### src/cip_pkg.sv
/*
  cip_pkg: shared constants and carrier types of the charger input
  protection control logic.
  Assumes a single 125 MHz system clock; all times are converted to
  whole clock cycles here, rounding least times up.
*/
package cip_pkg;

  //////////////////////////////////////////////////////////////////////
  // clock and time base
  localparam int CIP_CLK_PERIOD_NS = 8;

  // least times in ns, plain defaults for parts that are not printed
  localparam int CIP_OVP_BLANK_NS = 1000;
  localparam int CIP_OVP_RESTART_NS = 8000;
  localparam int CIP_OCP_BLANK_NS = 5000;
  localparam int CIP_OCP_REC_NS = 64000;
  localparam int CIP_PGOOD_NS = 8000;
  localparam int CIP_SOFT_START_NS = 1000;
  localparam int CIP_SOFT_STOP_NS = 1000;

  // round a least time up to whole cycles, never below one
  function automatic int cip_cyc(input int ns);
    int c;
    c = (ns + CIP_CLK_PERIOD_NS - 1) / CIP_CLK_PERIOD_NS;
    return (c < 1) ? 1 : c;
  endfunction

  localparam int CIP_OVP_BLANK_CYC = cip_cyc(CIP_OVP_BLANK_NS);
  localparam int CIP_OVP_RESTART_CYC = cip_cyc(CIP_OVP_RESTART_NS);
  localparam int CIP_OCP_BLANK_CYC = cip_cyc(CIP_OCP_BLANK_NS);
  localparam int CIP_OCP_REC_CYC = cip_cyc(CIP_OCP_REC_NS);
  localparam int CIP_PGOOD_CYC = cip_cyc(CIP_PGOOD_NS);
  localparam int CIP_SOFT_START_CYC = cip_cyc(CIP_SOFT_START_NS);
  localparam int CIP_SOFT_STOP_CYC = cip_cyc(CIP_SOFT_STOP_NS);

  //////////////////////////////////////////////////////////////////////
  // widths and limits
  localparam int CIP_TMR_W = 16;
  localparam int CIP_CNT_W = 4;
  localparam int CIP_FAULT_LIMIT = 15;
  // battery comparator trip point, fixed inside the analog front end
  localparam int CIP_BATTERY_OVERVOLTAGE_GUARD_THRESHOLD_MV = 4350;

  //////////////////////////////////////////////////////////////////////
  // comparator outputs from the analog front end
  typedef struct packed {
    logic in_ov;     // input above input_overvoltage_threshold
    logic in_oc;     // load current at overcurrent_threshold
    logic bat_ov;    // battery above battery_overvoltage_threshold
    logic bat_ok;    // battery below threshold minus hysteresis
    logic die_hot;   // die above thermal_shutdown_level
    logic die_cool;  // die below level minus thermal_shutdown_hysteresis
  } cip_sense_s;

  // commands to the analog pass_switch driver
  typedef struct packed {
    logic pass_on;     // pass_switch gate enabled
    logic soft_start;  // ramp gate up
    logic soft_stop;   // ramp gate down instead of cutting it
    logic out_clamp;   // hold output at regulated_output_level
    logic cur_limit;   // hold current at the limit
  } cip_drive_s;

  typedef enum logic [3:0] {
    CIP_ST_DEGLITCH,
    CIP_ST_ON,
    CIP_ST_OVP_BLANK,
    CIP_ST_OVP_OFF,
    CIP_ST_OVP_RESTART,
    CIP_ST_OCP_BLANK,
    CIP_ST_OCP_REC,
    CIP_ST_BAT_OFF,
    CIP_ST_HOT_OFF,
    CIP_ST_LATCHED,
    CIP_ST_DISABLED
  } cip_state_e;

endpackage

### src/cip_sync.sv
/*
  cip_sync: two flip-flop synchroniser for a bundle of levels.
  Assumes the inputs are slow levels; no bus coherence is promised.
*/
`timescale 1ns/1ps
module cip_sync #(
  parameter int WIDTH = 1
) (
  input wire logic clk_sys,
  input wire logic rst,
  input wire logic [WIDTH-1:0] din,
  output logic [WIDTH-1:0] dout
);

  logic [WIDTH-1:0] stage1;

  if (WIDTH < 1) begin : g_bad_width
    $error("cip_sync width must be at least one");
  end

  // first stage feeds only the second one
  always_ff @(posedge clk_sys) begin
    if (rst) begin
      stage1 <= '0;
      dout <= '0;
    end else begin
      stage1 <= din;
      dout <= stage1;
    end
  end

endmodule // cip_sync

### src/cip_guard_fsm.sv
/*
  cip_guard_fsm: protection state machine of a charger input guard.
  Decides when the pass_switch is on, off or latched off, and drives
  the active-low open-drain fault pin.
  Assumes comparators already apply their own hysteresis, rst is the
  undervoltage_lockout power-on reset, and the pad of enable_n has a
  pull-down so a floating pin arrives here as 0.
*/
//
// Function
// input overvoltage clamps output, starts blanking
// overvoltage gone before blanking ends, resume
// overvoltage past blanking opens pass switch
// safe input, restart delay, soft-start on
// overcurrent limits current, starts blanking
// overcurrent gone before blanking ends, resume
// overcurrent past blanking: off, fault, recover
// after recovery, switch on, blanking anew
// count overcurrent trips, latch off at 15
// enable toggle clears counters and latch
// overcurrent shutdown uses soft-stop ramp
// battery overvoltage opens switch, fault low
// battery below hysteresis point, switch on
// count battery trips, latch off at 15
// battery overvoltage shutdown uses soft-stop
// overtemperature opens switch until cooled
// enable pin high forces switch off
// enabled, on only when nothing unsafe
// floating enable pin reads as enabled
// fault released when disabled or safe
// fault low whenever protection opens switch
// below lockout: switch off, fault released
// power-up resets, deglitch, then checks
// overvoltage at deglitch end: never on
// synced inputs, cycle-count timing parameters
`timescale 1ns/1ps
module cip_guard_fsm
  import cip_pkg::*;
#(
  parameter int TMR_W = CIP_TMR_W,
  parameter int OVP_BLANK_CYC = CIP_OVP_BLANK_CYC,
  parameter int OVP_RESTART_CYC = CIP_OVP_RESTART_CYC,
  parameter int OCP_BLANK_CYC = CIP_OCP_BLANK_CYC,
  parameter int OCP_REC_CYC = CIP_OCP_REC_CYC,
  parameter int PGOOD_CYC = CIP_PGOOD_CYC,
  parameter int SOFT_START_CYC = CIP_SOFT_START_CYC,
  parameter int SOFT_STOP_CYC = CIP_SOFT_STOP_CYC,
  parameter int FAULT_LIMIT = CIP_FAULT_LIMIT
) (
  input wire logic clk_sys,
  input wire logic rst,
  input wire logic enable_n,
  input wire cip_sense_s sense,
  output cip_drive_s drive,
  output logic fault_out,
  output logic fault_oe_n,
  output logic latched_off
);

  //////////////////////////////////////////////////////////////////////
  // elaboration checks
  localparam int TMR_MAX = (1 << TMR_W) - 1;

  if (TMR_W < 2 || TMR_W > 30) begin : g_bad_tmr_w
    $error("timer width out of range");
  end
  if (OVP_BLANK_CYC < 1 || OVP_BLANK_CYC > TMR_MAX ||
      OVP_RESTART_CYC < 1 || OVP_RESTART_CYC > TMR_MAX ||
      OCP_BLANK_CYC < 1 || OCP_BLANK_CYC > TMR_MAX ||
      OCP_REC_CYC < 1 || OCP_REC_CYC > TMR_MAX ||
      PGOOD_CYC < 1 || PGOOD_CYC > TMR_MAX ||
      SOFT_START_CYC < 1 || SOFT_START_CYC > TMR_MAX ||
      SOFT_STOP_CYC < 1 || SOFT_STOP_CYC > TMR_MAX) begin : g_bad_cyc
    $error("a cycle count does not fit the timer");
  end
  if (FAULT_LIMIT < 1 || FAULT_LIMIT > (1 << CIP_CNT_W) - 1) begin : g_bad_lim
    $error("fault limit does not fit the counter");
  end

  // load value for a down-counter that expires after cyc cycles
  function automatic logic [TMR_W-1:0] tmr_load(input int cyc);
    return TMR_W'(cyc - 1);
  endfunction

  localparam logic [CIP_CNT_W-1:0] CNT_LAST = CIP_CNT_W'(FAULT_LIMIT - 1);

  //////////////////////////////////////////////////////////////////////
  // input synchronisers
  localparam int SYNC_W = $bits(cip_sense_s) + 1;

  logic [SYNC_W-1:0] sync_out;
  cip_sense_s s;
  logic en;

  // synchronise comparators
  cip_sync #(
    .WIDTH(SYNC_W)
  ) u_sync (
    .clk_sys(clk_sys),
    .rst(rst),
    .din({sense, enable_n}),
    .dout(sync_out)
  );

  // low or floating enables
  assign s = sync_out[SYNC_W-1:1];
  assign en = ~sync_out[0];

  //////////////////////////////////////////////////////////////////////
  // state, timers and counters
  cip_state_e state, next_state;
  logic [TMR_W-1:0] tmr, next_tmr;
  logic [TMR_W-1:0] ramp, next_ramp;
  logic ramp_down, next_ramp_down;
  logic [CIP_CNT_W-1:0] ocp_cnt, next_ocp_cnt;
  logic [CIP_CNT_W-1:0] bat_cnt, next_bat_cnt;
  cip_drive_s next_drive;
  logic next_fault;
  logic tmr_done;
  logic soft_off;
  logic hard_off;
  cip_state_e resume;

  assign tmr_done = (tmr == '0);

  // where to go when switching on is asked for: on only if all safe
  always_comb begin
    resume = CIP_ST_ON;
    // on only when safe
    if (s.die_hot) begin
      resume = CIP_ST_HOT_OFF;
    end else if (s.in_ov) begin
      resume = CIP_ST_OVP_OFF;
    end else if (s.bat_ov) begin
      resume = CIP_ST_BAT_OFF;
    end
  end

  // next state; thermal beats overvoltage beats battery beats current
  always_comb begin
    next_state = state;
    next_tmr = tmr;
    next_ocp_cnt = ocp_cnt;
    next_bat_cnt = bat_cnt;
    soft_off = 1'b0;
    hard_off = 1'b0;
    if (!en && state != CIP_ST_DEGLITCH) begin
      // disable forces off
      next_state = CIP_ST_DISABLED;
      hard_off = 1'b1;
    end else if (s.die_hot && state != CIP_ST_DEGLITCH &&
                 state != CIP_ST_HOT_OFF && state != CIP_ST_LATCHED &&
                 state != CIP_ST_DISABLED) begin
      // overtemperature opens
      next_state = CIP_ST_HOT_OFF;
      hard_off = 1'b1;
    end else begin
      unique case (state)
        CIP_ST_DEGLITCH: begin
          // wait power-good deglitch
          if (tmr_done) begin
            // overvoltage blocks turn-on
            next_state = en ? resume : CIP_ST_DISABLED;
          end else begin
            next_tmr = tmr - 1'b1;
          end
        end
        CIP_ST_ON: begin
          if (s.in_ov) begin
            // clamp and blank
            next_state = CIP_ST_OVP_BLANK;
            next_tmr = tmr_load(OVP_BLANK_CYC);
          end else if (s.bat_ov) begin
            // battery overvoltage off
            soft_off = 1'b1;
            next_bat_cnt = bat_cnt + 1'b1;
            // latch at limit
            next_state = (bat_cnt == CNT_LAST) ? CIP_ST_LATCHED : CIP_ST_BAT_OFF;
          end else if (s.in_oc) begin
            // limit and blank
            next_state = CIP_ST_OCP_BLANK;
            next_tmr = tmr_load(OCP_BLANK_CYC);
          end
        end
        CIP_ST_OVP_BLANK: begin
          if (!s.in_ov) begin
            // transient, no fault
            next_state = CIP_ST_ON;
          end else if (tmr_done) begin
            // persistent, open switch
            next_state = CIP_ST_OVP_OFF;
            hard_off = 1'b1;
          end else begin
            next_tmr = tmr - 1'b1;
          end
        end
        CIP_ST_OVP_OFF: begin
          if (!s.in_ov) begin
            // start restart delay
            next_state = CIP_ST_OVP_RESTART;
            next_tmr = tmr_load(OVP_RESTART_CYC);
          end
        end
        CIP_ST_OVP_RESTART: begin
          if (s.in_ov) begin
            next_state = CIP_ST_OVP_OFF;
          end else if (tmr_done) begin
            // delay over, switch on
            next_state = resume;
          end else begin
            next_tmr = tmr - 1'b1;
          end
        end
        CIP_ST_OCP_BLANK: begin
          if (s.in_ov) begin
            next_state = CIP_ST_OVP_BLANK;
            next_tmr = tmr_load(OVP_BLANK_CYC);
          end else if (s.bat_ov) begin
            soft_off = 1'b1;
            next_bat_cnt = bat_cnt + 1'b1;
            next_state = (bat_cnt == CNT_LAST) ? CIP_ST_LATCHED : CIP_ST_BAT_OFF;
          end else if (!s.in_oc) begin
            // brief overload, resume
            next_state = CIP_ST_ON;
          end else if (tmr_done) begin
            // persistent, off with soft-stop
            soft_off = 1'b1;
            next_ocp_cnt = ocp_cnt + 1'b1;
            next_tmr = tmr_load(OCP_REC_CYC);
            // latch at limit
            next_state = (ocp_cnt == CNT_LAST) ? CIP_ST_LATCHED : CIP_ST_OCP_REC;
          end else begin
            next_tmr = tmr - 1'b1;
          end
        end
        CIP_ST_OCP_REC: begin
          if (tmr_done) begin
            // back on, blanking anew
            next_state = resume;
          end else begin
            next_tmr = tmr - 1'b1;
          end
        end
        CIP_ST_BAT_OFF: begin
          // reclose below hysteresis
          if (s.bat_ok) begin
            next_state = resume;
          end
        end
        CIP_ST_HOT_OFF: begin
          // reclose once cooled
          if (s.die_cool && !s.die_hot) begin
            next_state = resume;
          end
        end
        CIP_ST_LATCHED: begin
          // only the enable toggle leaves here
          next_state = CIP_ST_LATCHED;
        end
        CIP_ST_DISABLED: begin
          // toggle clears counters
          next_ocp_cnt = '0;
          next_bat_cnt = '0;
          next_state = resume;
        end
      endcase
    end
  end

  //////////////////////////////////////////////////////////////////////
  // gate ramp: soft-start on every turn-on, soft-stop on current and
  // battery trips; overvoltage and heat cut at once since waiting
  // would pass the hazard downstream
  always_comb begin
    next_ramp = ramp;
    next_ramp_down = ramp_down;
    if (next_state == CIP_ST_ON && state != CIP_ST_ON &&
        state != CIP_ST_OVP_BLANK && state != CIP_ST_OCP_BLANK) begin
      // soft-start on turn-on
      next_ramp = tmr_load(SOFT_START_CYC);
      next_ramp_down = 1'b0;
    end else if (soft_off) begin
      // ramped turn-off
      next_ramp = tmr_load(SOFT_STOP_CYC);
      next_ramp_down = 1'b1;
    end else if (hard_off) begin
      next_ramp = '0;
      next_ramp_down = 1'b0;
    end else if (ramp != '0) begin
      next_ramp = ramp - 1'b1;
    end
  end

  //////////////////////////////////////////////////////////////////////
  // output decode from next values, so outputs come from flip-flops
  always_comb begin
    next_drive = '0;
    next_drive.pass_on = (next_state == CIP_ST_ON) ||
                         (next_state == CIP_ST_OVP_BLANK) ||
                         (next_state == CIP_ST_OCP_BLANK);
    next_drive.soft_start = next_drive.pass_on && !next_ramp_down &&
                            (next_ramp != '0 || soft_start_edge(next_state, state));
    next_drive.soft_stop = !next_drive.pass_on && next_ramp_down;
    // clamp during blanking
    next_drive.out_clamp = (next_state == CIP_ST_OVP_BLANK);
    // limit during blanking
    next_drive.cur_limit = (next_state == CIP_ST_OCP_BLANK);
    // fault only on protective off
    next_fault = (next_state == CIP_ST_OVP_OFF) ||
                 (next_state == CIP_ST_OVP_RESTART) ||
                 (next_state == CIP_ST_OCP_REC) ||
                 (next_state == CIP_ST_BAT_OFF) ||
                 (next_state == CIP_ST_HOT_OFF) ||
                 (next_state == CIP_ST_LATCHED);
  end

  // true on the cycle the switch is first asked to close
  function automatic logic soft_start_edge(input cip_state_e nxt,
                                           input cip_state_e cur);
    return (nxt == CIP_ST_ON) && (cur != CIP_ST_ON) &&
           (cur != CIP_ST_OVP_BLANK) && (cur != CIP_ST_OCP_BLANK);
  endfunction

  //////////////////////////////////////////////////////////////////////
  // registers; reset is the lockout release
  always_ff @(posedge clk_sys) begin
    if (rst) begin
      // lockout: off, cleared
      state <= CIP_ST_DEGLITCH;
      tmr <= tmr_load(PGOOD_CYC);
      ramp <= '0;
      ramp_down <= 1'b0;
      ocp_cnt <= '0;
      bat_cnt <= '0;
      drive <= '0;
      fault_oe_n <= 1'b1;
      latched_off <= 1'b0;
    end else begin
      state <= next_state;
      tmr <= next_tmr;
      ramp <= next_ramp;
      ramp_down <= next_ramp_down;
      ocp_cnt <= next_ocp_cnt;
      bat_cnt <= next_bat_cnt;
      drive <= next_drive;
      fault_oe_n <= ~next_fault;
      latched_off <= (next_state == CIP_ST_LATCHED);
    end
  end

  // open drain: the pin is only ever pulled low
  assign fault_out = 1'b0;

endmodule // cip_guard_fsm

### config.mk
export PLATFORM = sky130hd
export DESIGN_NAME = cip_guard_fsm
export DESIGN_NICKNAME = d
export VERILOG_FILES = /design/src/cip_pkg.sv /design/src/cip_sync.sv /design/src/cip_guard_fsm.sv
export SDC_FILE = /design/constraint.sdc
export NUM_CORES = 1
export LEC_CHECK = 0
export BUFFER_PORTS_ARGS = -buffer_cell sky130_fd_sc_hd__clkbuf_2
export CAP_MARGIN = 10
export CORE_MARGIN = 3
export CORE_UTILIZATION = 55
export DETAILED_ROUTE_END_ITERATION = 10
export PLACE_DENSITY = 0.72
export SYNTH_ARGS = -nofsm -noshare
export SYNTH_HDL_FRONTEND = slang
export SYNTH_SLANG_ARGS = --single-unit
### constraint.sdc
create_clock -name clk_sys -period 6.7 [get_ports clk_sys]
set_clock_uncertainty 0.2 [all_clocks]
set_input_delay 1.005 -clock clk_sys [delete_from_list [all_inputs] [get_ports clk_sys]]
set_output_delay 1.005 -clock clk_sys [all_outputs]
set_load 0.01 [all_outputs]
==> out/qor.csv <==
metric;value;unit
Min-Delay Path Depth;1;
Simple-Gate Fraction of Synth Area;31.7;%
Worst R2R Setup Slack;3.10;ns
GRT Overall Usage;23.8;%
fin crit period;3.60;ns
reg2reg end;ramp[10];
hold slack;0.240;ns
CP startpoint kind;flip-flop;
Synth Area in Adders;2.81;%
DP Wirelength;6.58;mm
share of the synthesized area in the top cell type;33.8;%
crit path DAT;3.63;ns
Synth Area in XOR/XNOR;5.15;%
CTS Buf Count;9;
mux contribution to synthesized area;0.831;%
CP max FO;26;
Switch Pwr;1020;uW
row count;30;
layout cells sized above 1;10.9;%
Synth Instances;490;
Vias;3525;
CP Class;reg -> reg;
FMAX;0.278;GHz
Clock power frac;17.2;%
Initial Utilization;57.3;%
RR Startpoint;state[0];
status;finished clean;
top-count cell post-synth;dfxtp_1;
final layout net count;507;
Leak;0.00156;uW
IO Port Bufs;15;
YS warnings;0;
RD Place Congestion;0.941;
Worst Tran Pin Value;0.912;ns
asr flop ratio synth;0;%
CTS tree;done;
setup total negative slack;0;ns
clock root cell;clkbuf_8;
internal power;1180;uW
Area Overhead vs Synth;7.96;%
largest net degree at the start of global routing;46;
synth top area cells;dfxtp_1, nor2_1, nand2_1, nor2b_1, a21oi_1;
Setup crit end kind;flip-flop;
fin crit share;53.7;%
die width;90.3;um
Max IR drop VDD;254;uV
crit-path max cell delay;0.87;ns
final WL;9.23;mm
pwr dens;519;mW/mm2
Final setup viols;0;
worst r2r path cells;7;
CTS clk-pin slew, worst paths;0.07;ns
Slew headroom;38.3;%
min-delay src;u_sync.stage1[5];
total grt overflow;0;
syn_nets;507;
largest family of logic cells by synthesized area;simple AND/OR/NAND/NOR gates;
area leader, netlist;dfxtp_1;
Switching Share;46.3;%
Slew Viols, Final;0;
Antenna diodes;0;
Critical-path top delay cell;dfxtp_1;
EDFF count, synth;0;
Post-synth top cells;dfxtp_1, nor2_1, nand2_1;
Avg Cell Area, Syn;7.98;um2
First-pass DRT Iterations;5;
clk_lat worst skew;0.35;ns
vias per cell;5.96;
Hold Path Class;reg -> reg;
number of nets still failing antenna checks after routing;0;
post-synth cell types;72;
initial drt markers;274;
hold bufs inserted after CTS;0;
Die H;90.3;um
CP required;6.73;ns
antenna violations before repair;0;
vias in the first global route;3369;
top-level I/O count;17;
final hold violation count;0;
Reg power frac;28.6;%
DRC errors left;0;
post-cts sizing count;0;
# Post-CTS Setup Buffers;0;
crit path cell chain;nand2b_1 -> nor3_1 -> nand2b_1 -> o41ai_1 -> nand2b_1 -> a211o_1 -> nor2_1;
Hold EP;u_sync.dout[5];
Compound-Gate Fraction of Synth Area;21.6;%
Max clock buf depth;2;
first-pass GRT wire length;16.1;mm
core area;0.00683;mm2
most frequent cell on the critical path;nand2b_1;
sequential fraction of the synthesis area;33.8;%
drt wl/cell;15.6;um
final core occ;61.8;%
# H-tree levels;3;
RSZ-0062 raised after global routing;false;
Post-synth top flop;dfxtp_1;
clk sink count;66;
#FFs+latches synth;66;
combinational power share;54.2;%
max-cap violations;0;
mapped cell area;0.00391;mm2
die outline area;0.00816;mm2
kinds of logic (layout without fill, tap and decap cells):
group	Yosys count	count (layout)
mux	3	3
compound gates	121	121
buf+inv	38	43
fa+ha+maj	9	9
flops	66	66
simple gates	229	229
other cells	1	1
xor+xnor	23	23
flip-flops by register name, indices dropped and copies added (netlist names):
register,flops
fault_oe_n,1
u_sync.stage1,7
u_sync.dout,7
ramp_down,1
tmr,16
bat_cnt,4
ocp_cnt,4
drive,5
ramp,16
latched_off,1
state,4
layout make-up:
type	instances	area, um2
Inverter	11	41.3
Multi-Input combinational cell	386	2430
Clock buffer	9	124
Fill cell	633	2610
Clock inverter	7	103
Timing Repair Buffer	16	82.6
Sequential cell	66	1320
Tap cell	96	120
routing by layer:
layer	routed length (um)	vias up	part of all wire (%)	track usage [%]
li1	-	1770	-	-
met1	4310	1642	47	32.3
met2	4250	98	46	36.1
met3	521	15	5.6	5.67
met4	150	0	1.6	9.82
met5	0	-	0	0
critical path: cells and delay by family (launching register included):
| family | cells | cell delay [ns] |
|---|---|---|
| DFF | 1 | 0.87 |
| and+or+nand+nor | 5 | 1.42 |
| AOI/OAI and AO/OA | 2 | 0.99 |
cell usage in the layout, fill, tap and decap left out, types with 3 or more instances in the layout:
master    count
nor3_1       12
clkbuf_2     15
inv_1        11
a31oi_1       3
nand2_1      42
ha_1          8
a21oi_1      30
nor3b_1       5
dfxtp_1      66
and3_1        6
nor2b_1      25
a21o_1        3
o22ai_1       6
nor4_1        7
nand2b_1     12
clkbuf_8      9
a311oi_1      4
nor2_1       60
clkinv_4      3
nor2_2        6
a211o_1       6
or4_1         3
nand3_1      15
nand4_1       8
and2_1        4
o31ai_1       4
o211ai_1      5
a221o_1       3
o21ai_0      29
xor2_1        9
xnor2_1      14
nor4b_1       7
stage by stage:
step / cell area, um2 / cells / power (uW) / worst slack, ns
after floorplan: 3910 / 490 / 1570 / 3.89
after global placement: 4000 / 575 / 1780 / 3.33
after detailed placement: 4000 / 575 / 1800 / 3.14
after CTS: 4220 / 591 / 2190 / 3.14
after global routing: 4220 / 591 / 2380 / 2.77
final: 4220 / 591 / 2190 / 3.10
power by group through the flow:
| stage | combinational [uW] | clock [uW] | sequential [uW] |
|---|---|---|---|
| after CTS | 1180 | 389 | 620 |
| after global placement | 1160 | 0 | 624 |
| after detailed placement | 1170 | 0 | 629 |
| after global routing | 1330 | 406 | 642 |
| after floorplan | 1010 | 0 | 557 |
| final | 1190 | 378 | 626 |
how the worst max path moves through the flow:
stage,startpoint,endpoint,slack [ns],cells after the start
2_1_floorplan,state[0],ramp[11],3.89,9
3_3_place_gp,state[3],ramp[12],3.33,8
3_5_place_dp,state[0],ramp[8],3.14,7
4_1_cts,state[0],ramp[10],3.14,7
5_1_grt,state[0],ramp[10],2.77,7
6_report,state[0],ramp[10],3.10,7
Power figures use the tool's default switching activity.
